File: config.mk
export PLATFORM = sky130hd
export DESIGN_NAME = svd_decoder
export DESIGN_NICKNAME = d
export VERILOG_FILES = /design/src/svd_pkg.sv /design/src/svd_word_mem.sv /design/src/svd_decoder.sv
export VERILOG_INCLUDE_DIRS = /design/src
export SDC_FILE = /design/constraint.sdc
export NUM_CORES = 1
export LEC_CHECK = 0
export BUFFER_PORTS_ARGS = -buffer_cell sky130_fd_sc_hd__buf_2
export CAP_MARGIN = 20
export CORE_ASPECT_RATIO = 0.6
export CORE_MARGIN = 2
export CORE_UTILIZATION = 35
export CTS_CLUSTER_DIAMETER = 30
export DETAILED_ROUTE_END_ITERATION = 8
export GPL_TIMING_DRIVEN = 0
export SLEW_MARGIN = 30
export SYNTH_ARGS = -nofsm -noshare
export SYNTH_HDL_FRONTEND = slang
export SYNTH_SLANG_ARGS = --single-unit
File: constraint.sdc
create_clock -name clk -period 4.85 [get_ports clk]
set_clock_uncertainty 0.05 [all_clocks]
set_input_delay 0.97 -clock clk [delete_from_list [all_inputs] [get_ports clk]]
set_output_delay 0.97 -clock clk [all_outputs]
set_load 0.02 [all_outputs]
File: src/svd_params.svh
// Constants for the service request descriptor decoder
`ifndef SVD_PARAMS_SVH
`define SVD_PARAMS_SVH

`define SVD_WORD_W        32
`define SVD_NUM_WORDS     4
`define SVD_IDX_W         2
`define SVD_LAST_IDX      2'h3
`define SVD_LAST_USED_IDX 2'h2
`define SVD_OPC_HI        31
`define SVD_OPC_LO        27
`define SVD_ACKIE_BIT     26
`define SVD_ADDRESS_INCREMENT_DISABLE_BIT    18
`define SVD_BE_HI         17
`define SVD_BE_LO         14
`define SVD_LEN_HI        13
`define SVD_LEN_LO        0
`define SVD_LEN_W         14
`define SVD_CNT_W         15
`define SVD_LEN_MAX       15'h4000
`define SVD_CNT_ONE       15'h0001
`define SVD_SMP_LO        2
`define SVD_ALIGN_ZERO    2'h0
`define SVD_CFGA_HI       23
`define SVD_CFGA_LO       2
`define SVD_CFGA_W        22
`define SVD_CHAN_HI       10
`define SVD_CHAN_LO       0
`define SVD_CHAN_W        11
`define SVD_DIR_BIT       11
`define SVD_BE_W          4
`define SVD_SMEM_STEP     32'h0000_0004
`define SVD_CFG_STEP      22'h00_0001
`define SVD_XBUS_STEP     32'h0000_0001
`define SVD_IRQ_W         2
`define SVD_IRQ_ACK       0
`define SVD_IRQ_BADOP     1
`define SVD_CTRL_EN_BIT   0
`define SVD_REG_STATUS    8'h00
`define SVD_REG_CLEAR     8'h04
`define SVD_REG_IEN       8'h08
`define SVD_REG_CTRL      8'h0C
`define SVD_REG_STATE     8'h10

`endif

File: src/svd_pkg.sv
// Types shared by the descriptor decoder files
`include "svd_params.svh"

package svd_pkg;

    typedef enum logic [4:0] {
        SVD_OPC_NO_OPERATION  = 5'h00,
        SVD_OPC_CFG_WRITE     = 5'h01,
        SVD_OPC_CFG_READ      = 5'h02,
        SVD_OPC_CHAN_ACTIVATE = 5'h03,
        SVD_OPC_CHAN_DEACT    = 5'h04,
        SVD_OPC_XBUS_WRITE    = 5'h06,
        SVD_OPC_XBUS_READ     = 5'h07
    } svd_opc_t;

    typedef enum logic [2:0] {
        SVD_ST_IDLE   = 3'h0,
        SVD_ST_LOAD   = 3'h1,
        SVD_ST_DECODE = 3'h2,
        SVD_ST_SRC    = 3'h3,
        SVD_ST_DST    = 3'h4,
        SVD_ST_CHAN   = 3'h5,
        SVD_ST_DONE   = 3'h6
    } svd_state_t;

    typedef enum logic [1:0] {
        SVD_TGT_SMEM = 2'h0,
        SVD_TGT_CFG  = 2'h1,
        SVD_TGT_XBUS = 2'h2
    } svd_tgt_t;

    typedef struct packed {
        svd_state_t              st;
        logic [`SVD_IDX_W-1:0]   widx;
        logic [`SVD_IDX_W-1:0]   ridx;
        logic                    rpend;
        logic [`SVD_WORD_W-1:0]  w0;
        logic [`SVD_WORD_W-1:0]  w1;
        logic [`SVD_WORD_W-1:0]  w2;
        svd_tgt_t                src;
        svd_tgt_t                dst;
        logic [`SVD_CNT_W-1:0]   cnt;
        logic [`SVD_WORD_W-1:0]  smem_addr;
        logic [`SVD_CFGA_W-1:0]  cfg_addr;
        logic [`SVD_WORD_W-1:0]  xbus_addr;
        logic [`SVD_WORD_W-1:0]  data;
        logic                    ackie;
        logic                    address_increment_disable;
        logic [`SVD_BE_W-1:0]    be;
        logic [4:0]              opcode;
        logic                    chan_cmd;
        logic                    chan_act;
        logic                    chan_tx;
        logic [`SVD_CHAN_W-1:0]  chan_num;
        logic                    ack_pulse;
        logic [`SVD_IRQ_W-1:0]   stat;
        logic [`SVD_IRQ_W-1:0]   ien;
        logic                    enable;
        logic [`SVD_WORD_W-1:0]  rdata;
    } svd_regs_t;

endpackage

File: src/svd_word_mem.sv
// Small descriptor word store with registered read data
`timescale 1ns/1ps
`include "svd_params.svh"

module svd_word_mem
    import svd_pkg::*;
#(
    parameter int DEPTH = `SVD_NUM_WORDS,
    parameter int WIDTH = `SVD_WORD_W
)
(
    // Clock and reset
    input  wire logic                     clk,
    input  wire logic                     srst,
    // Write port
    input  wire logic                     wr_en,
    input  wire logic [$clog2(DEPTH)-1:0] wr_addr,
    input  wire logic [WIDTH-1:0]         wr_data,
    // Read port
    input  wire logic [$clog2(DEPTH)-1:0] rd_addr,
    output logic      [WIDTH-1:0]         rd_data_q
);

    logic [WIDTH-1:0] mem_q [DEPTH];

    generate
        if (DEPTH < 2)
        begin : g_bad_depth
            $error("svd_word_mem depth must be at least two");
        end
    endgenerate

    // Storage and registered read
    always_ff @(posedge clk)
    begin
        if (wr_en)
        begin
            mem_q[wr_addr] <= wr_data;
        end
        if (srst)
        begin
            rd_data_q <= '0;
        end
        else
        begin
            rd_data_q <= mem_q[rd_addr];
        end
    end

endmodule

File: src/svd_decoder.sv
// Service request descriptor decoder and request sequencer
`timescale 1ns/1ps
`include "svd_params.svh"

module svd_decoder
    import svd_pkg::*;
#(
    parameter int REG_AW = 8
)
(
    // Clock and reset
    input  wire logic                     clk,
    input  wire logic                     srst,
    // Register port
    input  wire logic [REG_AW-1:0]        reg_addr,
    input  wire logic [31:0]              reg_wdata,
    input  wire logic                     reg_wr,
    input  wire logic                     reg_rd,
    output logic      [31:0]              reg_rdata,
    output logic                          irq,
    // Descriptor word stream
    input  wire logic                     rec_valid,
    input  wire logic [`SVD_WORD_W-1:0]   rec_word,
    output logic                          rec_ready,
    // Shared memory access
    output logic                          smem_req,
    output logic                          smem_we,
    output logic      [`SVD_WORD_W-1:0]   smem_addr,
    output logic      [`SVD_WORD_W-1:0]   smem_wdata,
    input  wire logic                     smem_ack,
    input  wire logic [`SVD_WORD_W-1:0]   smem_rdata,
    // Internal register access
    output logic                          cfg_req,
    output logic                          cfg_we,
    output logic      [`SVD_CFGA_W-1:0]   cfg_addr,
    output logic      [`SVD_WORD_W-1:0]   cfg_wdata,
    input  wire logic                     cfg_ack,
    input  wire logic [`SVD_WORD_W-1:0]   cfg_rdata,
    // Expansion bus access
    output logic                          xbus_req,
    output logic                          xbus_we,
    output logic      [`SVD_WORD_W-1:0]   xbus_addr,
    output logic      [`SVD_BE_W-1:0]     xbus_be,
    output logic      [`SVD_WORD_W-1:0]   xbus_wdata,
    input  wire logic                     xbus_ack,
    input  wire logic [`SVD_WORD_W-1:0]   xbus_rdata,
    // Channel control
    output logic                          chan_cmd,
    output logic                          chan_activate,
    output logic                          chan_tx,
    output logic      [`SVD_CHAN_W-1:0]   chan_num,
    output logic                          chan_abort,
    input  wire logic                     chan_is_active,
    // Completion
    output logic                          service_acknowledge,
    output logic                          busy
);

    svd_regs_t q;
    svd_regs_t d;
    logic [`SVD_WORD_W-1:0] mem_rd_data;
    logic                   mem_wr;
    logic                   src_ack;
    logic                   dst_ack;
    logic [`SVD_WORD_W-1:0] src_data;
    logic [`SVD_IRQ_W-1:0]  ev_set;
    svd_opc_t               opc;

    generate
        if (REG_AW < 5)
        begin : g_bad_aw
            $error("svd_decoder register address must be at least 5 bits");
        end
    endgenerate

    // Request line of one target in a transfer phase
    function automatic logic tgt_hit(input svd_state_t st, input svd_tgt_t s,
                                     input svd_tgt_t dd, input svd_tgt_t t);
        tgt_hit = (st == SVD_ST_SRC && s == t) || (st == SVD_ST_DST && dd == t);
    endfunction

    // Dword count from a 14-bit length field, zero meaning the maximum
    function automatic logic [`SVD_CNT_W-1:0] len_dwords(input logic [`SVD_WORD_W-1:0] w);
        logic [`SVD_LEN_W-1:0] l;
        l = w[`SVD_LEN_HI:`SVD_LEN_LO];
        len_dwords = (l == '0) ? `SVD_LEN_MAX : {1'b0, l};
    endfunction

    // Descriptor word store
    svd_word_mem #(
        .DEPTH (`SVD_NUM_WORDS),
        .WIDTH (`SVD_WORD_W)
    ) u_words (
        .clk       (clk),
        .srst      (srst),
        .wr_en     (mem_wr),
        .wr_addr   (q.widx),
        .wr_data   (rec_word),
        .rd_addr   (q.ridx),
        .rd_data_q (mem_rd_data)
    );

    // Handshake terms
    assign rec_ready = (q.st == SVD_ST_IDLE) && q.enable;
    assign mem_wr    = rec_valid && rec_ready;
    assign smem_req  = tgt_hit(q.st, q.src, q.dst, SVD_TGT_SMEM);
    assign cfg_req   = tgt_hit(q.st, q.src, q.dst, SVD_TGT_CFG);
    assign xbus_req  = tgt_hit(q.st, q.src, q.dst, SVD_TGT_XBUS);
    assign smem_we   = (q.st == SVD_ST_DST) && (q.dst == SVD_TGT_SMEM);
    assign cfg_we    = (q.st == SVD_ST_DST) && (q.dst == SVD_TGT_CFG);
    assign xbus_we   = (q.st == SVD_ST_DST) && (q.dst == SVD_TGT_XBUS);
    assign opc       = svd_opc_t'(q.w0[`SVD_OPC_HI:`SVD_OPC_LO]);

    // Acknowledge and data of the selected source or sink
    always_comb
    begin
        case (q.src)
            SVD_TGT_SMEM: begin src_ack = smem_ack; src_data = smem_rdata; end
            SVD_TGT_CFG:  begin src_ack = cfg_ack;  src_data = cfg_rdata;  end
            SVD_TGT_XBUS: begin src_ack = xbus_ack; src_data = xbus_rdata; end
            default:      begin src_ack = 1'b0;     src_data = '0;         end
        endcase
        case (q.dst)
            SVD_TGT_SMEM: dst_ack = smem_ack;
            SVD_TGT_CFG:  dst_ack = cfg_ack;
            SVD_TGT_XBUS: dst_ack = xbus_ack;
            default:      dst_ack = 1'b0;
        endcase
    end

    // Outputs from the state register; chan_abort is also gated by the chan_is_active input
    assign reg_rdata           = q.rdata;
    assign irq                 = |(q.stat & q.ien);
    assign smem_addr           = q.smem_addr;
    assign smem_wdata          = q.data;
    assign cfg_addr            = q.cfg_addr;
    assign cfg_wdata           = q.data;
    assign xbus_addr           = q.xbus_addr;
    assign xbus_be             = q.be;
    assign xbus_wdata          = q.data;
    assign chan_cmd            = q.chan_cmd;
    assign chan_activate       = q.chan_act;
    assign chan_tx             = q.chan_tx;
    assign chan_num            = q.chan_num;
    assign chan_abort          = q.chan_cmd && (!q.chan_act || chan_is_active);
    assign service_acknowledge = q.ack_pulse;
    assign busy                = q.st != SVD_ST_IDLE;

    // Next state of the whole block
    always_comb
    begin
        d           = q;
        ev_set      = '0;
        d.chan_cmd  = 1'b0;
        d.ack_pulse = 1'b0;
        case (q.st)
            SVD_ST_IDLE:
            begin
                if (mem_wr)
                begin
                    d.widx = q.widx + 2'h1;
                    if (q.widx == `SVD_LAST_IDX)
                    begin
                        d.st    = SVD_ST_LOAD;
                        d.ridx  = '0;
                        d.rpend = 1'b0;
                    end
                end
            end
            SVD_ST_LOAD:
            begin
                // Word 3 is reserved in every format and never read back
                d.rpend = 1'b1;
                d.ridx  = q.ridx + 2'h1;
                if (q.rpend)
                begin
                    case (q.ridx - 2'h1)
                        2'h0:    d.w0 = mem_rd_data;
                        2'h1:    d.w1 = mem_rd_data;
                        default: d.w2 = mem_rd_data;
                    endcase
                    if ((q.ridx - 2'h1) == `SVD_LAST_USED_IDX)
                    begin
                        d.st = SVD_ST_DECODE;
                    end
                end
            end
            SVD_ST_DECODE:
            begin
                d.ackie     = q.w0[`SVD_ACKIE_BIT];
                d.opcode    = q.w0[`SVD_OPC_HI:`SVD_OPC_LO];
                d.cnt       = len_dwords(q.w0);
                d.smem_addr = {q.w1[`SVD_WORD_W-1:`SVD_SMP_LO], `SVD_ALIGN_ZERO};
                d.cfg_addr  = q.w2[`SVD_CFGA_HI:`SVD_CFGA_LO];
                d.xbus_addr = q.w2;
                d.be        = q.w0[`SVD_BE_HI:`SVD_BE_LO];
                d.address_increment_disable    = q.w0[`SVD_ADDRESS_INCREMENT_DISABLE_BIT];
                d.chan_act  = opc == SVD_OPC_CHAN_ACTIVATE;
                d.chan_tx   = q.w0[`SVD_DIR_BIT];
                d.chan_num  = q.w0[`SVD_CHAN_HI:`SVD_CHAN_LO];
                case (opc)
                    SVD_OPC_CFG_WRITE:
                    begin
                        d.src = SVD_TGT_SMEM;
                        d.dst = SVD_TGT_CFG;
                        d.st  = SVD_ST_SRC;
                    end
                    SVD_OPC_CFG_READ:
                    begin
                        d.src = SVD_TGT_CFG;
                        d.dst = SVD_TGT_SMEM;
                        d.st  = SVD_ST_SRC;
                    end
                    SVD_OPC_XBUS_WRITE:
                    begin
                        d.src = SVD_TGT_SMEM;
                        d.dst = SVD_TGT_XBUS;
                        d.st  = SVD_ST_SRC;
                    end
                    SVD_OPC_XBUS_READ:
                    begin
                        d.src = SVD_TGT_XBUS;
                        d.dst = SVD_TGT_SMEM;
                        d.st  = SVD_ST_SRC;
                    end
                    SVD_OPC_CHAN_ACTIVATE, SVD_OPC_CHAN_DEACT:
                    begin
                        d.chan_cmd = 1'b1;
                        d.st       = SVD_ST_CHAN;
                    end
                    SVD_OPC_NO_OPERATION:
                    begin
                        d.st = SVD_ST_DONE;
                    end
                    default:
                    begin
                        // Reserved code: no action, no acknowledge
                        d.ackie                = 1'b0;
                        ev_set[`SVD_IRQ_BADOP] = 1'b1;
                        d.st                   = SVD_ST_DONE;
                    end
                endcase
            end
            SVD_ST_SRC:
            begin
                if (src_ack)
                begin
                    d.data = src_data;
                    d.st   = SVD_ST_DST;
                end
            end
            SVD_ST_DST:
            begin
                if (dst_ack)
                begin
                    d.cnt       = q.cnt - `SVD_CNT_ONE;
                    d.smem_addr = q.smem_addr + `SVD_SMEM_STEP;
                    d.cfg_addr  = q.cfg_addr + `SVD_CFG_STEP;
                    if (!q.address_increment_disable)
                    begin
                        d.xbus_addr = q.xbus_addr + `SVD_XBUS_STEP;
                    end
                    d.st = (q.cnt == `SVD_CNT_ONE) ? SVD_ST_DONE : SVD_ST_SRC;
                end
            end
            SVD_ST_CHAN:
            begin
                d.st = SVD_ST_DONE;
            end
            SVD_ST_DONE:
            begin
                d.ack_pulse          = q.ackie;
                ev_set[`SVD_IRQ_ACK] = q.ackie;
                d.st                 = SVD_ST_IDLE;
                d.widx               = '0;
            end
            default:
            begin
                d.st = SVD_ST_IDLE;
            end
        endcase

        // Register port: sticky status, set wins over clear
        d.rdata = '0;
        if (reg_wr && reg_addr == REG_AW'(`SVD_REG_CLEAR))
        begin
            d.stat = q.stat & ~reg_wdata[`SVD_IRQ_W-1:0];
        end
        d.stat = d.stat | ev_set;
        if (reg_wr && reg_addr == REG_AW'(`SVD_REG_IEN))
        begin
            d.ien = reg_wdata[`SVD_IRQ_W-1:0];
        end
        if (reg_wr && reg_addr == REG_AW'(`SVD_REG_CTRL))
        begin
            d.enable = reg_wdata[`SVD_CTRL_EN_BIT];
        end
        if (reg_rd)
        begin
            case (reg_addr)
                REG_AW'(`SVD_REG_STATUS): d.rdata = {30'h0, q.stat};
                REG_AW'(`SVD_REG_IEN):    d.rdata = {30'h0, q.ien};
                REG_AW'(`SVD_REG_CTRL):   d.rdata = {31'h0, q.enable};
                REG_AW'(`SVD_REG_STATE):  d.rdata = {9'h0, q.cnt, q.opcode, q.st};
                default:                  d.rdata = '0;
            endcase
        end
    end

    // State register
    always_ff @(posedge clk)
    begin
        if (srst)
        begin
            q <= '0;
        end
        else
        begin
            q <= d;
        end
    end
endmodule

### After elaboration in Yosys (flattened, before gate mapping)

Memory sizes are Yosys's and may differ from the RTL's. A register that Yosys moved wholly into a read port is not among the register bits.
Cells that the tools add are included.

* add/sub/neg operators: 7
* equality and inequality tests: 31
* mux-type cells: 29
* bitwise gates (word level): 7
* reductions and logical operators: 46

Operator list (count)
* $pmux W101 S2: 1
* $mux W101: 1
* $pmux W32 S3: 1
* $pmux W23 S4: 1
* $add A32 B1 Y32 const B: 1
* $add A32 B3 Y32 const B: 1
* $mux W32: 1
* $add A22 B1 Y22 const B: 1
* $mux W3: 7
* $pmux W3 S6: 1
* $eq A8 B4 Y1 const B: 2
* $pmux W4 S4: 1
* $eq A15 B1 Y1 const B: 1
* $eq A5 B3 Y1 const B: 3
* $mux W15: 1
* $reduce_and A3 Y1: 5
* $sub A15 B1 Y15 const B: 1
* $logic_not A14 Y1: 1
* $logic_and A1 B1 Y1: 12
* $ne A2 B2 Y1 const B: 6
* $pmux W3 S2: 2
* $eq A5 B2 Y1 const B: 2
* $reduce_or A2 Y1: 5
* $eq A3 B3 Y1 const B: 3
* 32 further kinds: 59

* bits in registers: 304
* RAM bits: 128
* logic and storage cells: 148
* memories kept: 1

Memories
* u_words.mem_q: depth 4, width 32, read ports 1, clocked after Yosys merged registers in 1, wr ports 1, line svd_word_mem.sv:24 `logic [WIDTH-1:0] mem_q [DEPTH];`

### Longest topological paths before layout

* word-level depth: 5
* depth in mapped cells: 9
* mapped depth without buffers: 7

### Modules after synthesis

From an unflattened synthesis, not the netlist that was laid out.

* cell total of the unflattened synthesis: 2276
* area, all modules: 20866.3 µm²

By module, submodules not included
* svd_decoder: times used 1, cells each 1999, area an instance 15349.7 µm²
* svd_word_mem: times used 1, cells each 277, area an instance 5516.5 µm²

### Least setup slack after synthesis

No wires, ideal clock.

* path kind: register -> output
* start: register q[301] in the netlist's numbering
* end: output port smem_req
* data arrival time: 2.093 ns
* setup slack: 1.737 ns
* stages on the path, launching flop included: 7
* buffers on the path: 3
* cells stage by stage: dfxtp_1 > or3b_1 > buf_2 > clkbuf_1 > clkbuf_1 > nor3_1 > or2_2

* cells in the longest elaborated chain, start to end: 3

RTL lines
* from (decl): line svd_decoder.sv:59 `svd_regs_t q;`
* from (signal assigned): line svd_decoder.sv:315 `q <= '0;`
* from (signal assigned): line svd_decoder.sv:319 `q <= d;`
* $eq A3 B3 Y1
* $logic_and A1 B1 Y1
* named net smem_we: line svd_decoder.sv:27 `output logic smem_we,`
* $logic_or A1 B1 Y1: line svd_decoder.sv:79 `tgt_hit = (st == SVD_ST_SRC && s == t) || (st == SVD_ST_DST && dd == t);`
* to (decl): line svd_decoder.sv:26 `output logic smem_req,`

The timed path passes the listed nets, and every way through them passes these cells.

### Worst setup path in the final report

* start: register q[302] in the netlist's numbering
* end: output port smem_req

* cells in the longest elaborated chain, start to end: 3

RTL lines (line)
* $eq A3 B2 Y1 or $eq A3 B3 Y1 (tied branches): svd_decoder.sv:79
* $logic_and A1 B1 Y1: svd_decoder.sv:79
* $logic_or A1 B1 Y1 *: svd_decoder.sv:79

Every way passes the cells marked *; elsewhere a longest branch is shown, timed or not.

==> flow_metrics.py <==
metrics = {
    "sta": {
        "relSlewSlack_pct": 23.4,
        "layout_setup_ws_ps": -17.5,
        "setup_tns_ps": -17.5,
        "worstMarginPinSlew_ps": 1150,
        "period_share_pct": 100,
        "hold_viol": 0,
        "drv_slew": 0,
        "rsz0062_at_grt": "no",
        "max_clock_freq_mhz": 205,
        "setup_viol": 1,
        "layout_min_cycle_time_ps": 4870,
    },
    "drt": {
        "antenna_left": 0,
        "first_pass_iters": 6,
        "drt_iter0_drc": 2560,
        "wl_per_cell_microns": 23.5,
        "vias": 19297,
        "drc": 0,
        "viasPerCell": 5.42,
        "drt_wl_total_mm": 83.8,
    },
    "outcome": {
        "outcome": "finished, violations left",
        "violations": "negative setup slack",
    },
    "hold_path": {
        "min_path_type": "reg2reg",
        "hold_depth": 2,
        "min_from": "chan_num[0]$_SDFFE_PP0P_",
        "holdPathEnd": "chan_num[0]$_SDFFE_PP0P_",
    },
    "cts": {
        "cts_root_buffer": "clkbuf_16",
        "clock-sinks": 444,
        "cts_tree": "built",
        "clk_path_buf_depth": 3,
        "htree_num_levels": 3,
        "clk_latency_ps": 630,
        "cts_buffers": 81,
        "clkTransAtPathRegs_ps": 50,
        "post-cts-setup-buffer-count": 0,
        "hold_buffers": 0,
    },
    "placed_design": {
        "dp_cells": 3412,
        "dpl_cell_area_sq_um": 23900,
        "portBuffers": 377,
        "place.gp.congestion": 0.949,
        "hpwl_mm": 62.8,
    },
    "grt": {
        "gr-total-overflow": 0,
        "grt_antenna_before_repair": 6,
        "grt_max_degree": 22,
        "grt_pass1_wl_mm": 122,
        "first_global_vias": 18440,
        "track_usage_pct": 26.4,
    },
    "cells_and_area": {
        "fin_area_sq_um": 26700,
        "final_net_count": 2903,
        "fin_cells": 3563,
        "multiInputGateArea_sq_um": 8390,
        "area_growth_pct": 27.8,
        "nFillCells": 5751,
        "final_layout_size_suffix_gt1_share_pct": 31.0,
        "area.sequential_sq_um": 10200,
    },
    "worst_setup_path": {
        "cpPeakStageDelay_ps": 700,
        "cp.arrival_ps": 3850,
        "cp_common_cell": "buf_2",
        "worstPathCellList": "or3b_1 > buf_2 > clkbuf_1 > clkbuf_2 > nor3_1 > or2_2 > buf_2",
        "cp_data_required_time_ps": 3830,
        "worst_setup_path_end_kind": "output port",
        "r2r_start": "q[302]$_SDFFE_PP0P_",
        "reg2reg_to": "smem_addr[8]$_SDFFE_PP0P_",
        "crit_path_start_kind": "register",
        "worst_path_max_delay_cell": "clkbuf_1",
        "worstPathMaxFanout": 10,
        "ff2ff_setup_slack_ps": 1500,
        "crit_type": "reg2out",
        "rr_worst_depth": 7,
    },
    "yosys": {
        "synth.distinct_cells": 81,
        "synth.avg_cell_area_sq_um": 9.33,
        "synthFlopType": "dfxtp_1",
        "synth-edff-count": 128,
        "syn_inst": 2239,
        "async_flop_share_pct": 0,
        "yosysSeqAreaShare_pct": 48.7,
        "ys_warn_count": 0,
        "ys_seq_elements": 444,
        "netlist_area_sq_um": 20900,
    },
    "floorplanning": {
        "initial_core_util_pct": 35.3,
        "die_y_microns": 193,
        "chipWidth_microns": 319,
        "io_pins": 420,
        "die_area_sq_um": 61700,
        "rows": 69,
        "core_sq_um": 59100,
    },
    "power_and_ir_drop": {
        "cell_internal_pwr_mw": 7.51,
        "p_sw_share_pct": 23.4,
        "power.density_nw_per_um2": 367,
        "seqPwrFrac_pct": 39.2,
        "combPwrFrac_pct": 2.2,
        "p_clk_share_pct": 58.6,
        "p_switching_mw": 2.30,
        "p_leak_nw": 10.6,
        "ir_worst_vdd_uv": 242,
    },
    "job": {
        "drv_cap": 0,
    },
}
==> power by group through the flow <==
stage,combinational (mW),clock (mW),sequential (mW)
after detailed placement,0.210,0,3.92
final,0.217,5.75,3.85
after floorplan,0.0832,0,3.91
after CTS,0.211,5.79,3.84
after global routing,0.231,5.99,3.84
after global placement,0.205,0,3.92
==> stage by stage <==
| stage | worst slack (ps) | hold slack, ps | utilization (%) | power [mW] |
|---|---|---|---|---|
| floorplan | 1740 | 378 | - | 3.99 |
| global placement | 487 | 391 | 40.2 | 4.12 |
| detailed placement | 440 | 397 | 40.4 | 4.13 |
| CTS | 74.3 | 405 | 45.2 | 9.84 |
| global route | 29.1 | 419 | 45.2 | 10.1 |
| finish | -17.5 | 405 | 45.2 | 9.81 |
==> layout by cell type, fill, tap and decap left out, drive strengths merged, types with 28 or more instances in the layout <==
cell type  count
a211oi        47
a21oi        223
and2          69
buf          652
clkbuf       200
clkinv        28
dfxtp        316
edfxtp       128
inv           31
mux2i         57
mux4          32
nand2        347
nand3         54
nand4         35
nor2         148
nor3          35
o21ai         88
==> metal layers <==
metal / track usage (%) / share of wire (%) / vias to the layer above
li1: - / - / 8724
met5: 0 / 0 / -
met2: 36.8 / 40 / 1026
met3: 8.97 / 12 / 151
met4: 6.60 / 2.4 / 0
met1: 38.7 / 46 / 9396
==> flip-flops by register name, indices dropped and copies added (netlist names), 22 cells and up <==
signal	flops
u_words.mem_q	128
q	121
cfg_wdata	32
u_words.rd_data_q	32
xbus_addr	32
smem_addr	30
reg_rdata	23
cfg_addr	22
==> synth_stat cells (7+ instances only) <==
library cell / instances / area, sq um
o31ai_1: 18 / 135
a21oi_1: 223 / 1120
nand3b_1: 7 / 52.6
nand2_1: 347 / 1300
and3_1: 22 / 138
clkbuf_1: 105 / 394
a22oi_1: 13 / 97.6
buf_1: 11 / 41.3
nor3_1: 35 / 175
dfxtp_1: 316 / 6330
a31oi_1: 17 / 106
inv_1: 21 / 78.8
buf_2: 29 / 145
mux4_2: 32 / 721
o21a_1: 8 / 60.1
a211oi_1: 47 / 353
nor2_1: 147 / 552
nand3_1: 52 / 260
nor4_1: 18 / 113
ha_1: 12 / 150
or4_1: 10 / 75.1
mux2i_1: 56 / 561
buf_4: 230 / 1730
o21ai_0: 86 / 430
and2_1: 69 / 432
edfxtp_1: 128 / 3840
o22ai_1: 14 / 87.6
nand4_1: 33 / 206
==> cells by family after synthesis <==
| group | count (synthesis) | synth area share (%) |
|---|---|---|
| simple gates | 790 | 18.0 |
| compound gates | 500 | 14.6 |
| flops | 444 | 48.7 |
| buf+inv | 396 | 11.4 |
| mux | 93 | 6.41 |
| fa+ha+maj | 12 | 0.719 |
| xor+xnor | 3 | 0.126 |
| other cells | 1 | 0.0179 |
==> worst max-delay path, delay by kind of cell, from the launching register on <==
family        cells  cell delay, ps
buf+inv           4            1830
flops             1             530
simple gates      3             830
==> how the worst max path moves through the flow <==
stage                        startpoint        to  slack, ps  depth (start not counted)
detailed placement  q[302]$_SDFFE_PP0P_  smem_req        440                          7
finish              q[302]$_SDFFE_PP0P_  smem_req        -20                          7
CTS                 q[302]$_SDFFE_PP0P_   cfg_req         70                          7
global placement    q[302]$_SDFFE_PP0P_  xbus_req        490                          6
floorplan           q[301]$_SDFFE_PP0P_  smem_req       1740                          6
global route        q[302]$_SDFFE_PP0P_  smem_req         30                          7
==> area by class of cell <==
type,instances,share of cell area [%]
Buffer,375,8.67
Tap cell,781,3.66
Clock inverter,54,2.44
Multi-Input combinational cell,1409,31.4
Antenna cell,2,0.0187
Timing Repair Buffer,382,7.39
Clock buffer,95,8.05
Sequential cell,444,38.1
Inverter,21,0.295
==> repair_timing <==
action,CTS,global route
pin swaps,0,0
resized for setup,1,3
setup endpoints to repair,1,1
(Power assumes the default switching activity.)
